`src/cps_pkg.sv`:
```
`default_nettype none
package cps_pkg;
  localparam int unsigned CPS_DATA_W = 32;
  localparam int unsigned CPS_BE_W = 4;
  localparam int unsigned CPS_LANE_W = 8;
  // dword address covering a 64 MB window
  localparam int unsigned CPS_ADDR_W = 24;
  // only the low words are backed by storage
  localparam int unsigned CPS_STORE_AW = 6;
  localparam int unsigned CPS_STORE_DEPTH = 64;
  localparam logic [CPS_DATA_W-1:0] CPS_DATA_RST = 32'h0000_0000;
  localparam logic [CPS_BE_W-1:0] CPS_BE_FULL = 4'hf;
  localparam logic [CPS_ADDR_W-1:0] CPS_SHADOW_ADDR = 24'h00_0000;

  typedef enum logic [1:0] {
    CPS_IDLE  = 2'b00,
    CPS_WRITE = 2'b01,
    CPS_RESP  = 2'b10
  } cps_state_t;
endpackage : cps_pkg
`default_nettype wire

```
`src/cps_word_store.sv`:
```
`default_nettype none
module cps_word_store
  import cps_pkg::*;
(
  input wire logic mclk,
  input wire logic rst_n,
  input wire logic wrEn,
  input wire logic rdEn,
  input wire logic hit,
  input wire logic [CPS_STORE_AW-1:0] index,
  input wire logic [CPS_BE_W-1:0] byteEn,
  input wire logic [CPS_DATA_W-1:0] wrData,
  output logic [CPS_DATA_W-1:0] rdData
);

  wire [CPS_DATA_W-1:0] laneRd;
  logic [CPS_DATA_W-1:0] next_rdData;

  ////////////////////////////////////////////////////////////////////////////
  // one array per lane so every lane has a single writer;
  // unmapped words swallow writes silently
  for (genvar b = 0; b < CPS_BE_W; b++) begin : g_lane
    logic [CPS_LANE_W-1:0] mem [CPS_STORE_DEPTH];
    always_ff @(posedge mclk) begin
      if (wrEn && hit && byteEn[b]) begin
        mem[index] <= wrData[b*CPS_LANE_W +: CPS_LANE_W];
      end
    end
    // disabled or unmapped lanes read as zero
    assign laneRd[b*CPS_LANE_W +: CPS_LANE_W] =
      (hit && byteEn[b]) ? mem[index] : '0;
  end

  ////////////////////////////////////////////////////////////////////////////
  // read data registered, so the output stays a flop
  always_comb begin
    next_rdData = rdData;
    if (rdEn) begin
      next_rdData = laneRd;
    end
  end

  always_ff @(posedge mclk or negedge rst_n) begin
    if (!rst_n) begin
      rdData <= CPS_DATA_RST;
    end else begin
      rdData <= next_rdData;
    end
  end
endmodule : cps_word_store
`default_nettype wire

```
`src/cps_control_slave.sv`:
```
// Overview of operation
// - one 32-bit data bus each direction
// - byte enables select bytes, slave honours them
// - address counts 32-bit words, not bytes
// - request consumed when valid and take high
// - response completes when valid and take high
// - read accepted only with its response taken
`default_nettype none
module cps_control_slave
  import cps_pkg::*;
(
  input wire logic mclk,
  input wire logic rst_n,
  input wire logic ctlReset,
  input wire logic reqValid,
  input wire logic reqIsRead,
  input wire logic [CPS_ADDR_W-1:0] reqAddr,
  input wire logic [CPS_BE_W-1:0] reqByteEn,
  input wire logic [CPS_DATA_W-1:0] reqWData,
  output logic reqTake,
  output logic rspValid,
  output logic [CPS_DATA_W-1:0] rspData,
  input wire logic rspTake
);

  cps_state_t state, next_state;
  logic wrTake, next_wrTake;
  logic next_rspValid;
  logic storeWr, storeRd, storeHit;

  ////////////////////////////////////////////////////////////////////////////
  // address decode: consecutive values are consecutive words
  assign storeHit = (reqAddr[CPS_ADDR_W-1:CPS_STORE_AW] == '0);

  ////////////////////////////////////////////////////////////////////////////
  // request / response sequencing
  // ctlReset is the master's synchronous reset, already on mclk
  // one request in flight; reqValid is ignored outside idle
  always_comb begin
    next_state = state;
    next_wrTake = 1'b0;
    next_rspValid = rspValid;
    storeWr = 1'b0;
    storeRd = 1'b0;
    if (ctlReset) begin
      next_state = CPS_IDLE;
      next_rspValid = 1'b0;
    end else begin
      unique case (state)
        CPS_IDLE: begin
          if (reqValid && reqIsRead) begin
            // word read now so data stands with rspValid
            storeRd = 1'b1;
            next_state = CPS_RESP;
            next_rspValid = 1'b1;
          end else if (reqValid) begin
            next_state = CPS_WRITE;
            next_wrTake = 1'b1;
          end
        end
        CPS_WRITE: begin
          // fields still held because the take is only now visible
          storeWr = 1'b1;
          next_state = CPS_IDLE;
        end
        CPS_RESP: begin
          if (rspTake) begin
            next_state = CPS_IDLE;
            next_rspValid = 1'b0;
          end
        end
        default: begin
          next_state = CPS_IDLE;
          next_rspValid = 1'b0;
        end
      endcase
    end
  end

  always_ff @(posedge mclk or negedge rst_n) begin
    if (!rst_n) begin
      state <= CPS_IDLE;
      wrTake <= 1'b0;
      rspValid <= 1'b0;
    end else begin
      state <= next_state;
      wrTake <= next_wrTake;
      rspValid <= next_rspValid;
    end
  end

  // a read is taken in the very cycle its response is taken;
  // this term cannot come from a flop without breaking that pairing
  assign reqTake = wrTake || (rspValid && rspTake);

  ////////////////////////////////////////////////////////////////////////////
  // backing words, full 32-bit data path
  cps_word_store u_store (
    .mclk(mclk),
    .rst_n(rst_n),
    .wrEn(storeWr),
    .rdEn(storeRd),
    .hit(storeHit),
    .index(reqAddr[CPS_STORE_AW-1:0]),
    .byteEn(reqByteEn),
    .wrData(reqWData),
    .rdData(rspData)
  );

  ////////////////////////////////////////////////////////////////////////////
  // helper: mirror of word zero, only for checking
  // kept apart from the store so a broken lane write cannot hide itself
  logic [CPS_DATA_W-1:0] shadow, next_shadow;
  logic shadowValid, next_shadowValid;
  logic [CPS_BE_W-1:0] rdDone;

  always_comb begin
    next_shadow = shadow;
    next_shadowValid = shadowValid;
    if (storeWr && reqAddr == CPS_SHADOW_ADDR) begin
      for (int b = 0; b < CPS_BE_W; b++) begin
        if (reqByteEn[b]) begin
          next_shadow[b*CPS_LANE_W +: CPS_LANE_W] =
            reqWData[b*CPS_LANE_W +: CPS_LANE_W];
        end
      end
      if (reqByteEn == CPS_BE_FULL) begin
        next_shadowValid = 1'b1;
      end
    end
  end

  always_ff @(posedge mclk or negedge rst_n) begin
    if (!rst_n) begin
      shadow <= CPS_DATA_RST;
      shadowValid <= 1'b0;
    end else begin
      shadow <= next_shadow;
      shadowValid <= next_shadowValid;
    end
  end

  assign rdDone = reqByteEn;

  // every lane, not only the low one
  for (genvar b = 0; b < CPS_BE_W; b++) begin : g_lane_chk

  end
endmodule : cps_control_slave
`default_nettype wire

```
`config.mk`:
```
export PLATFORM = sky130hd
export DESIGN_NAME = cps_control_slave
export DESIGN_NICKNAME = d
export VERILOG_FILES = /design/src/cps_pkg.sv /design/src/cps_word_store.sv /design/src/cps_control_slave.sv
export SDC_FILE = /design/constraint.sdc
export NUM_CORES = 2
export LEC_CHECK = 0
export BUFFER_PORTS_ARGS = -buffer_cell sky130_fd_sc_hd__buf_2
export CELL_PAD_IN_SITES_DETAIL_PLACEMENT = 0
export CELL_PAD_IN_SITES_GLOBAL_PLACEMENT = 1
export CORE_ASPECT_RATIO = 1.1
export CORE_UTILIZATION = 49
export CTS_CLUSTER_DIAMETER = 50
export CTS_CLUSTER_SIZE = 24
export DETAILED_ROUTE_END_ITERATION = 7
export PLACE_DENSITY_LB_ADDON = 0.08
export SLEW_MARGIN = 30
export SYNTH_ARGS = -nofsm -noshare
export SYNTH_HDL_FRONTEND = slang
export SYNTH_HIERARCHICAL = 1
export SYNTH_SLANG_ARGS = --single-unit
export TNS_END_PERCENT = 5
```
`constraint.sdc`:
```
create_clock -name mclk -period 2.4 [get_ports mclk]
set_clock_uncertainty 0.1 [all_clocks]
set_input_delay 0 -clock mclk [delete_from_list [all_inputs] [get_ports mclk]]
set_output_delay 0 -clock mclk [all_outputs]
set_load 0.02 [all_outputs]
```
### Word-level counts from Yosys, hierarchy flattened

Memory sizes are Yosys's and may differ from the RTL's.
Cells that the tools add are included.

| cells by class | value |
|---|---|
| muxes and demuxes | 30 |
| reduce and logical (&&, ||, !) cells | 16 |
| eq/ne operators | 6 |

Operator list:

| operator | number |
|---|---|
| 2-to-1 mux 8 bit | 4 |
| 2-to-1 mux 1 bit | 20 |
| logical NOT 18 bit | 1 |
| logical AND 1 bit | 11 |
| 2-to-1 mux 2 bit | 4 |
| != test 3 bit (second input constant) | 2 |
| != test 4 bit (second input constant) | 1 |
| one-hot mux 2 bit (2 select lines) | 1 |
| one-hot mux 1 bit (3 select lines) | 1 |
| AND reduction 3 bit | 1 |
| equality test 2 x 1 -> 1 bit (second input constant) | 1 |
| equality test 2 bit (second input constant) | 1 |
| logical NOT 2 bit | 1 |
| != test 2 bit (second input constant) | 1 |
| AND reduction 2 bit | 1 |
| logical OR 1 bit | 1 |

| storage, ports and cells | value |
|---|---|
| register bits | 36 |
| logic and storage cells | 60 |
| memories kept | 4 |
| bits of input ports | 66 |
| memory bits (writable) | 2,048 |

Memories:

| name | depth | bits a word | rd ports | clocked after memory_dff | write ports | line | source |
|---|---|---|---|---|---|---|---|
| u_store.g_lane[0].mem | 64 | 8 | 1 | 0 | 1 | cps_word_store.sv:23 | `logic [CPS_LANE_W-1:0] mem [CPS_STORE_DEPTH];` |
| u_store.g_lane[1].mem | 64 | 8 | 1 | 0 | 1 | cps_word_store.sv:23 |  |
| u_store.g_lane[2].mem | 64 | 8 | 1 | 0 | 1 | cps_word_store.sv:23 |  |
| u_store.g_lane[3].mem | 64 | 8 | 1 | 0 | 1 | cps_word_store.sv:23 |  |

### Logic depth before layout (Yosys ltp)

| depth | value |
|---|---|
| word-level depth | 7 |
| mapped depth | 11 |
| depth with buffers taken out | 8 |

### Cells and area by module

The synthesis kept the hierarchy.

By module, submodules not included:

| module | area each (um^2) | instances | cells an instance |
|---|---|---|---|
| cps_word_store | 79,677.7 | 1 | 4,789 |
| cps_control_slave | 241.5 | 1 | 23 |

### Worst setup path after synthesis

No wires, ideal clock.

| timing | value |
|---|---|
| kind | input to register |
| from | in reqAddr[9] |
| to | mem u_store.g_lane[2].mem[11][0], enable pin |
| path slack | -0.145 ns |
| buffers on the path | 2 |
| required time | 1.930 ns |
| arrival time | 2.075 ns |
| stages on the path | 7 |
| cells stage by stage | or4_4 -> nor4_2 -> clkbuf_1 -> and3_1 -> clkbuf_1 -> nand2_1 -> nor2_1 |

| on the way | value |
|---|---|
| word-level cells in the longest chain between the ends | 5 |

Ends and longest elaborated chain:

| element | line | source |
|---|---|---|
| start, declared | cps_control_slave.sv:17 | `input wire logic [CPS_ADDR_W-1:0] reqAddr,` |
| logical NOT 18 bit | cps_control_slave.sv:33 | `assign storeHit = (reqAddr[CPS_ADDR_W-1:CPS_STORE_AW] == '0);` |
| via storeHit | cps_control_slave.sv:29 | `logic storeWr, storeRd, storeHit;` |
| logical AND 1 bit (2 in series) | cps_word_store.sv:25 | `if (wrEn && hit && byteEn[b]) begin` |
| 2-to-1 mux 1 bit | cps_word_store.sv:25 |  |
| 2-to-1 mux 1 bit (not written as such) | cps_word_store.sv:26 | `mem[index] <= wrData[b*CPS_LANE_W +: CPS_LANE_W];` |
| end, declared | cps_word_store.sv:23 |  |

The timed path passes the listed nets, and every way through them passes these cells.

### Worst setup path after layout

| timing | value |
|---|---|
| from | in reqAddr[9] |
| to | mem u_store.g_lane[3].mem[37][7], enable pin |

| on the way | value |
|---|---|
| word-level cells in the longest chain between the ends | 5 |

Ends and longest elaborated chain:

| element | line |
|---|---|
| logical NOT 18 bit | cps_control_slave.sv:33 |
| via storeHit | cps_control_slave.sv:29 |
| logical AND 1 bit (2 in series) | cps_word_store.sv:25 |
| 2-to-1 mux 1 bit | cps_word_store.sv:25 |
| 2-to-1 mux 1 bit (not written as such) | cps_word_store.sv:26 |
| end, declared | cps_word_store.sv:23 |

The timed path passes the listed nets, and every way through them passes these cells.

==> impl_metrics.tcl <==
set metrics [dict create \
    arrival_ns 2.92 \
    num_vias 54308 \
    gp_congestion 0.9853 \
    clk_pin_slew_worst_paths_ns 0.08 \
    first_pass_iters 7 \
    fin_crit_ns 2.469 \
    start_util_pct 49.29 \
    yosys_warnings 6 \
    area_growth_pct 22.85 \
    tns_ns -2.015 \
    row_count 155 \
    n_fill_cell 12341 \
    setup_ws_ns -0.06871 \
    drc 0 \
    dieHeight_um 425.6 \
    synth_area_mm2 0.07992 \
    cts_sinks 2084 \
    clock_path_buffers 3 \
    hold_depth 2 \
    pin_count 100 \
    fin_hold_ws_ns 0.05947 \
    worst_pin_slew_ns 1.002 \
    synth_edf_count 2048 \
    antenna_left 0 \
    grt_overflow 0 \
    max_slew_margin_pct 31.50 \
    min_from "reqWData[3]" \
    cts_tree "done" \
    ys_top_cells_by_area "edfxtp_1 (77%), a22oi_1 (5.4%), a221oi_1 (2.2%), o22ai_1 (2.0%), nor2_1 (1.7%)" \
    cts_buffers 164 \
    crit_path_start_kind "input pin" \
    r2r_setup_slack_ns -0.05 \
    syn_nets 4878 \
    power_w 0.07431 \
    setup-violations-final 79 \
    hold_violations 0 \
    violations "negative setup slack" \
    fmax_mhz 405.1 \
    grt_pass1_wl_um 417800 \
    via_per_inst 6.694 \
    wl_um 305500 \
    htree_levels 4 \
    drt_iter0_markers 7857 \
    critPathMaxFanout 64 \
    netlist_instances 4812 \
    hold_class "input pin to flip-flop" \
    endpoint_kind "flip-flop" \
    final_core_util_pct 60.55 \
    yosysTopAreaCellShare_pct 76.95 \
    p_leak_nw 32.76 \
    powerDensity_mw_per_mm2 756.9 \
    synthTopCellsByCount "edfxtp_1 (2048), a22oi_1 (571), nor2_1 (369), o22ai_1 (253), a221oi_1 (204)" \
    antenna_found_initial 27 \
    ys_seq_area_share_pct 78.08 \
    async_flop_share_pct 1.727 \
    drive_gt1_share_pct 27.45 \
    root_buffer "clkbuf_16" \
    grt_max_degree 65 \
    grt_use_total_pct 36.95 \
    wire_per_inst_um 37.66 \
    dp_hpwl_um 215500 \
    r2r_cells 9 \
    yosysMostFrequentCell "edfxtp_1" \
    fin_nets 5909 \
    timing.rr.end "u_store/g_lane[3].mem[37][7]$_DFFE_PP_" \
    maxCapViolCount 0 \
    synthFlopType "edfxtp_1" \
    synth_cell_types 76 \
    drv_slew 0 \
    critPathKind "input pin to flip-flop" \
    syn_avg_cell_area_um2 16.61 \
    crit_required_ns 2.85 \
    clkLatencyLatePin_ns 0.85 \
    ir_worst_vdd_uv 756.6 \
    io_buffers 99 \
    core_area_mm2 0.1621 \
    whs_endpoint "u_store/g_lane[0].mem[50][3]$_DFFE_PP_" \
    synth_seq_cells 2084 \
    post-route-period-util_pct 102.9 \
    grt_pass1_vias 51503 \
    dieWidth_um 387.1 \
    grt_setup_unrepaired "yes" \
    synth_largest_area_cell "edfxtp_1" \
    die_area_mm2 0.1647 \
    status "complete, but fails checks" \
    rr_startpoint "state[1]$_DFFE_PN0P_" \
]
-- placed cells by master, fill, tap and decap left out, types with 25 or more instances in the layout --
| cell type | n |
|---|---|
| dlygate4sd3_1 | 54 |
| buf_4 | 936 |
| nor3_1 | 38 |
| nand2_1 | 136 |
| mux2_2 | 70 |
| mux2i_1 | 135 |
| a21oi_1 | 109 |
| o21ai_0 | 84 |
| clkinv_8 | 25 |
| edfxtp_1 | 2048 |
| a22o_1 | 33 |
| a22oi_1 | 569 |
| o22ai_1 | 253 |
| buf_2 | 96 |
| a221oi_1 | 204 |
| nor4_1 | 36 |
| buf_12 | 141 |
| inv_6 | 28 |
| nor2_1 | 340 |
| dfrtp_1 | 36 |
| clkbuf_16 | 168 |
-- cell families (layout without fill, tap and decap cells) --
family          Yosys count  in the layout  share of synthesized area, %
simple gates            700            700                         3.897
mux                     212            212                         2.860
other cells               0              8                             0
flops                  2084           2084                         78.08
compound gates         1433           1433                         13.05
buf+inv                 383           1557                         2.110
-- final cells by class --
cell class / instances / area [um2] / area share (%)
diodes: 8 / 20.02 / 0.02039
clock buffers: 177 / 4248 / 4.327
clock inverters: 132 / 1612 / 1.641
inverters: 11 / 48.80 / 0.04970
multi-input cells: 2345 / 16210 / 16.51
flip-flops and latches: 2084 / 62400 / 63.56
well taps: 2119 / 2651 / 2.700
repair buffers: 1237 / 10990 / 11.19
-- registers in the layout (all words and copies together), names as in the netlist --
signal	count
state	2
u_store/g_lane.mem	2048
rspValid	1
wrTake	1
u_store/rdData	32
-- worst max path at each step --
stage | startpoint | endpoint | slack, ns | cells after the start
2_1_floorplan | reqAddr[9] | u_store/g_lane[2].mem[17][0]$_DFFE_PP_ | -0.13 | 7
3_3_place_gp | reqAddr[0] | u_store/g_lane[1].mem[57][2]$_DFFE_PP_ | -0.68 | 10
3_5_place_dp | reqAddr[0] | u_store/g_lane[1].mem[57][0]$_DFFE_PP_ | -0.67 | 10
4_1_cts | state[1]$_DFFE_PN0P_ | u_store/rdData[18]$_DFFE_PN0P_ | -0.07 | 8
5_1_grt | u_store/g_lane[3].mem[46][6]$_DFFE_PP_ | u_store/rdData[30]$_DFFE_PN0P_ | -0.05 | 8
6_report | reqAddr[9] | u_store/g_lane[3].mem[37][7]$_DFFE_PP_ | -0.07 | 9
-- per-stage QoR --
stage	std cells	cell area (um2)	worst slack, ns
after floorplan	4812	79940	-0.1293
after global placement	7741	91500	-0.6797
after detailed placement	7741	91500	-0.6665
after CTS	8105	97980	-0.06814
after global routing	8106	98160	-0.04771
final	8113	98180	-0.06871
-- power by group --
group          switching [W]  leakage, nW  internal, W
logic                0.00339         11.0      0.00172
registers         0.00000399         18.9       0.0399
clock network         0.0145         2.83       0.0148
total                 0.0179         32.8       0.0564
-- critical path, cell delays in order --
cell and delay [ns]:
buf_2 0.09, or4_4 0.54, nor4_4 0.39, dlygate4sd3_1 0.68
buf_4 0.25, nand3_2 0.12, buf_12 0.19, nor2_2 0.32
buf_4 0.20
-- per-layer routing --
layer | track usage [%] | vias to the layer above | wire, um
met3 | 7.530 | 745 | 33580
met4 | 19.48 | 22 | 18620
li1 | - | 21919 | -
met5 | 0 | - | 147
met2 | 56.86 | 3743 | 138900
met1 | 49.98 | 27879 | 114200
-- timing repair --
item,in CTS,in global routing
pin swaps,1,10
resized for setup,23,43
endpoints found under the hold margin,2255,0
setup endpoints to repair,128,217
setup buffers,1,0
hold buffers,54,0
cloned,0,0
No activity file was read; power rests on OpenSTA's default activity.
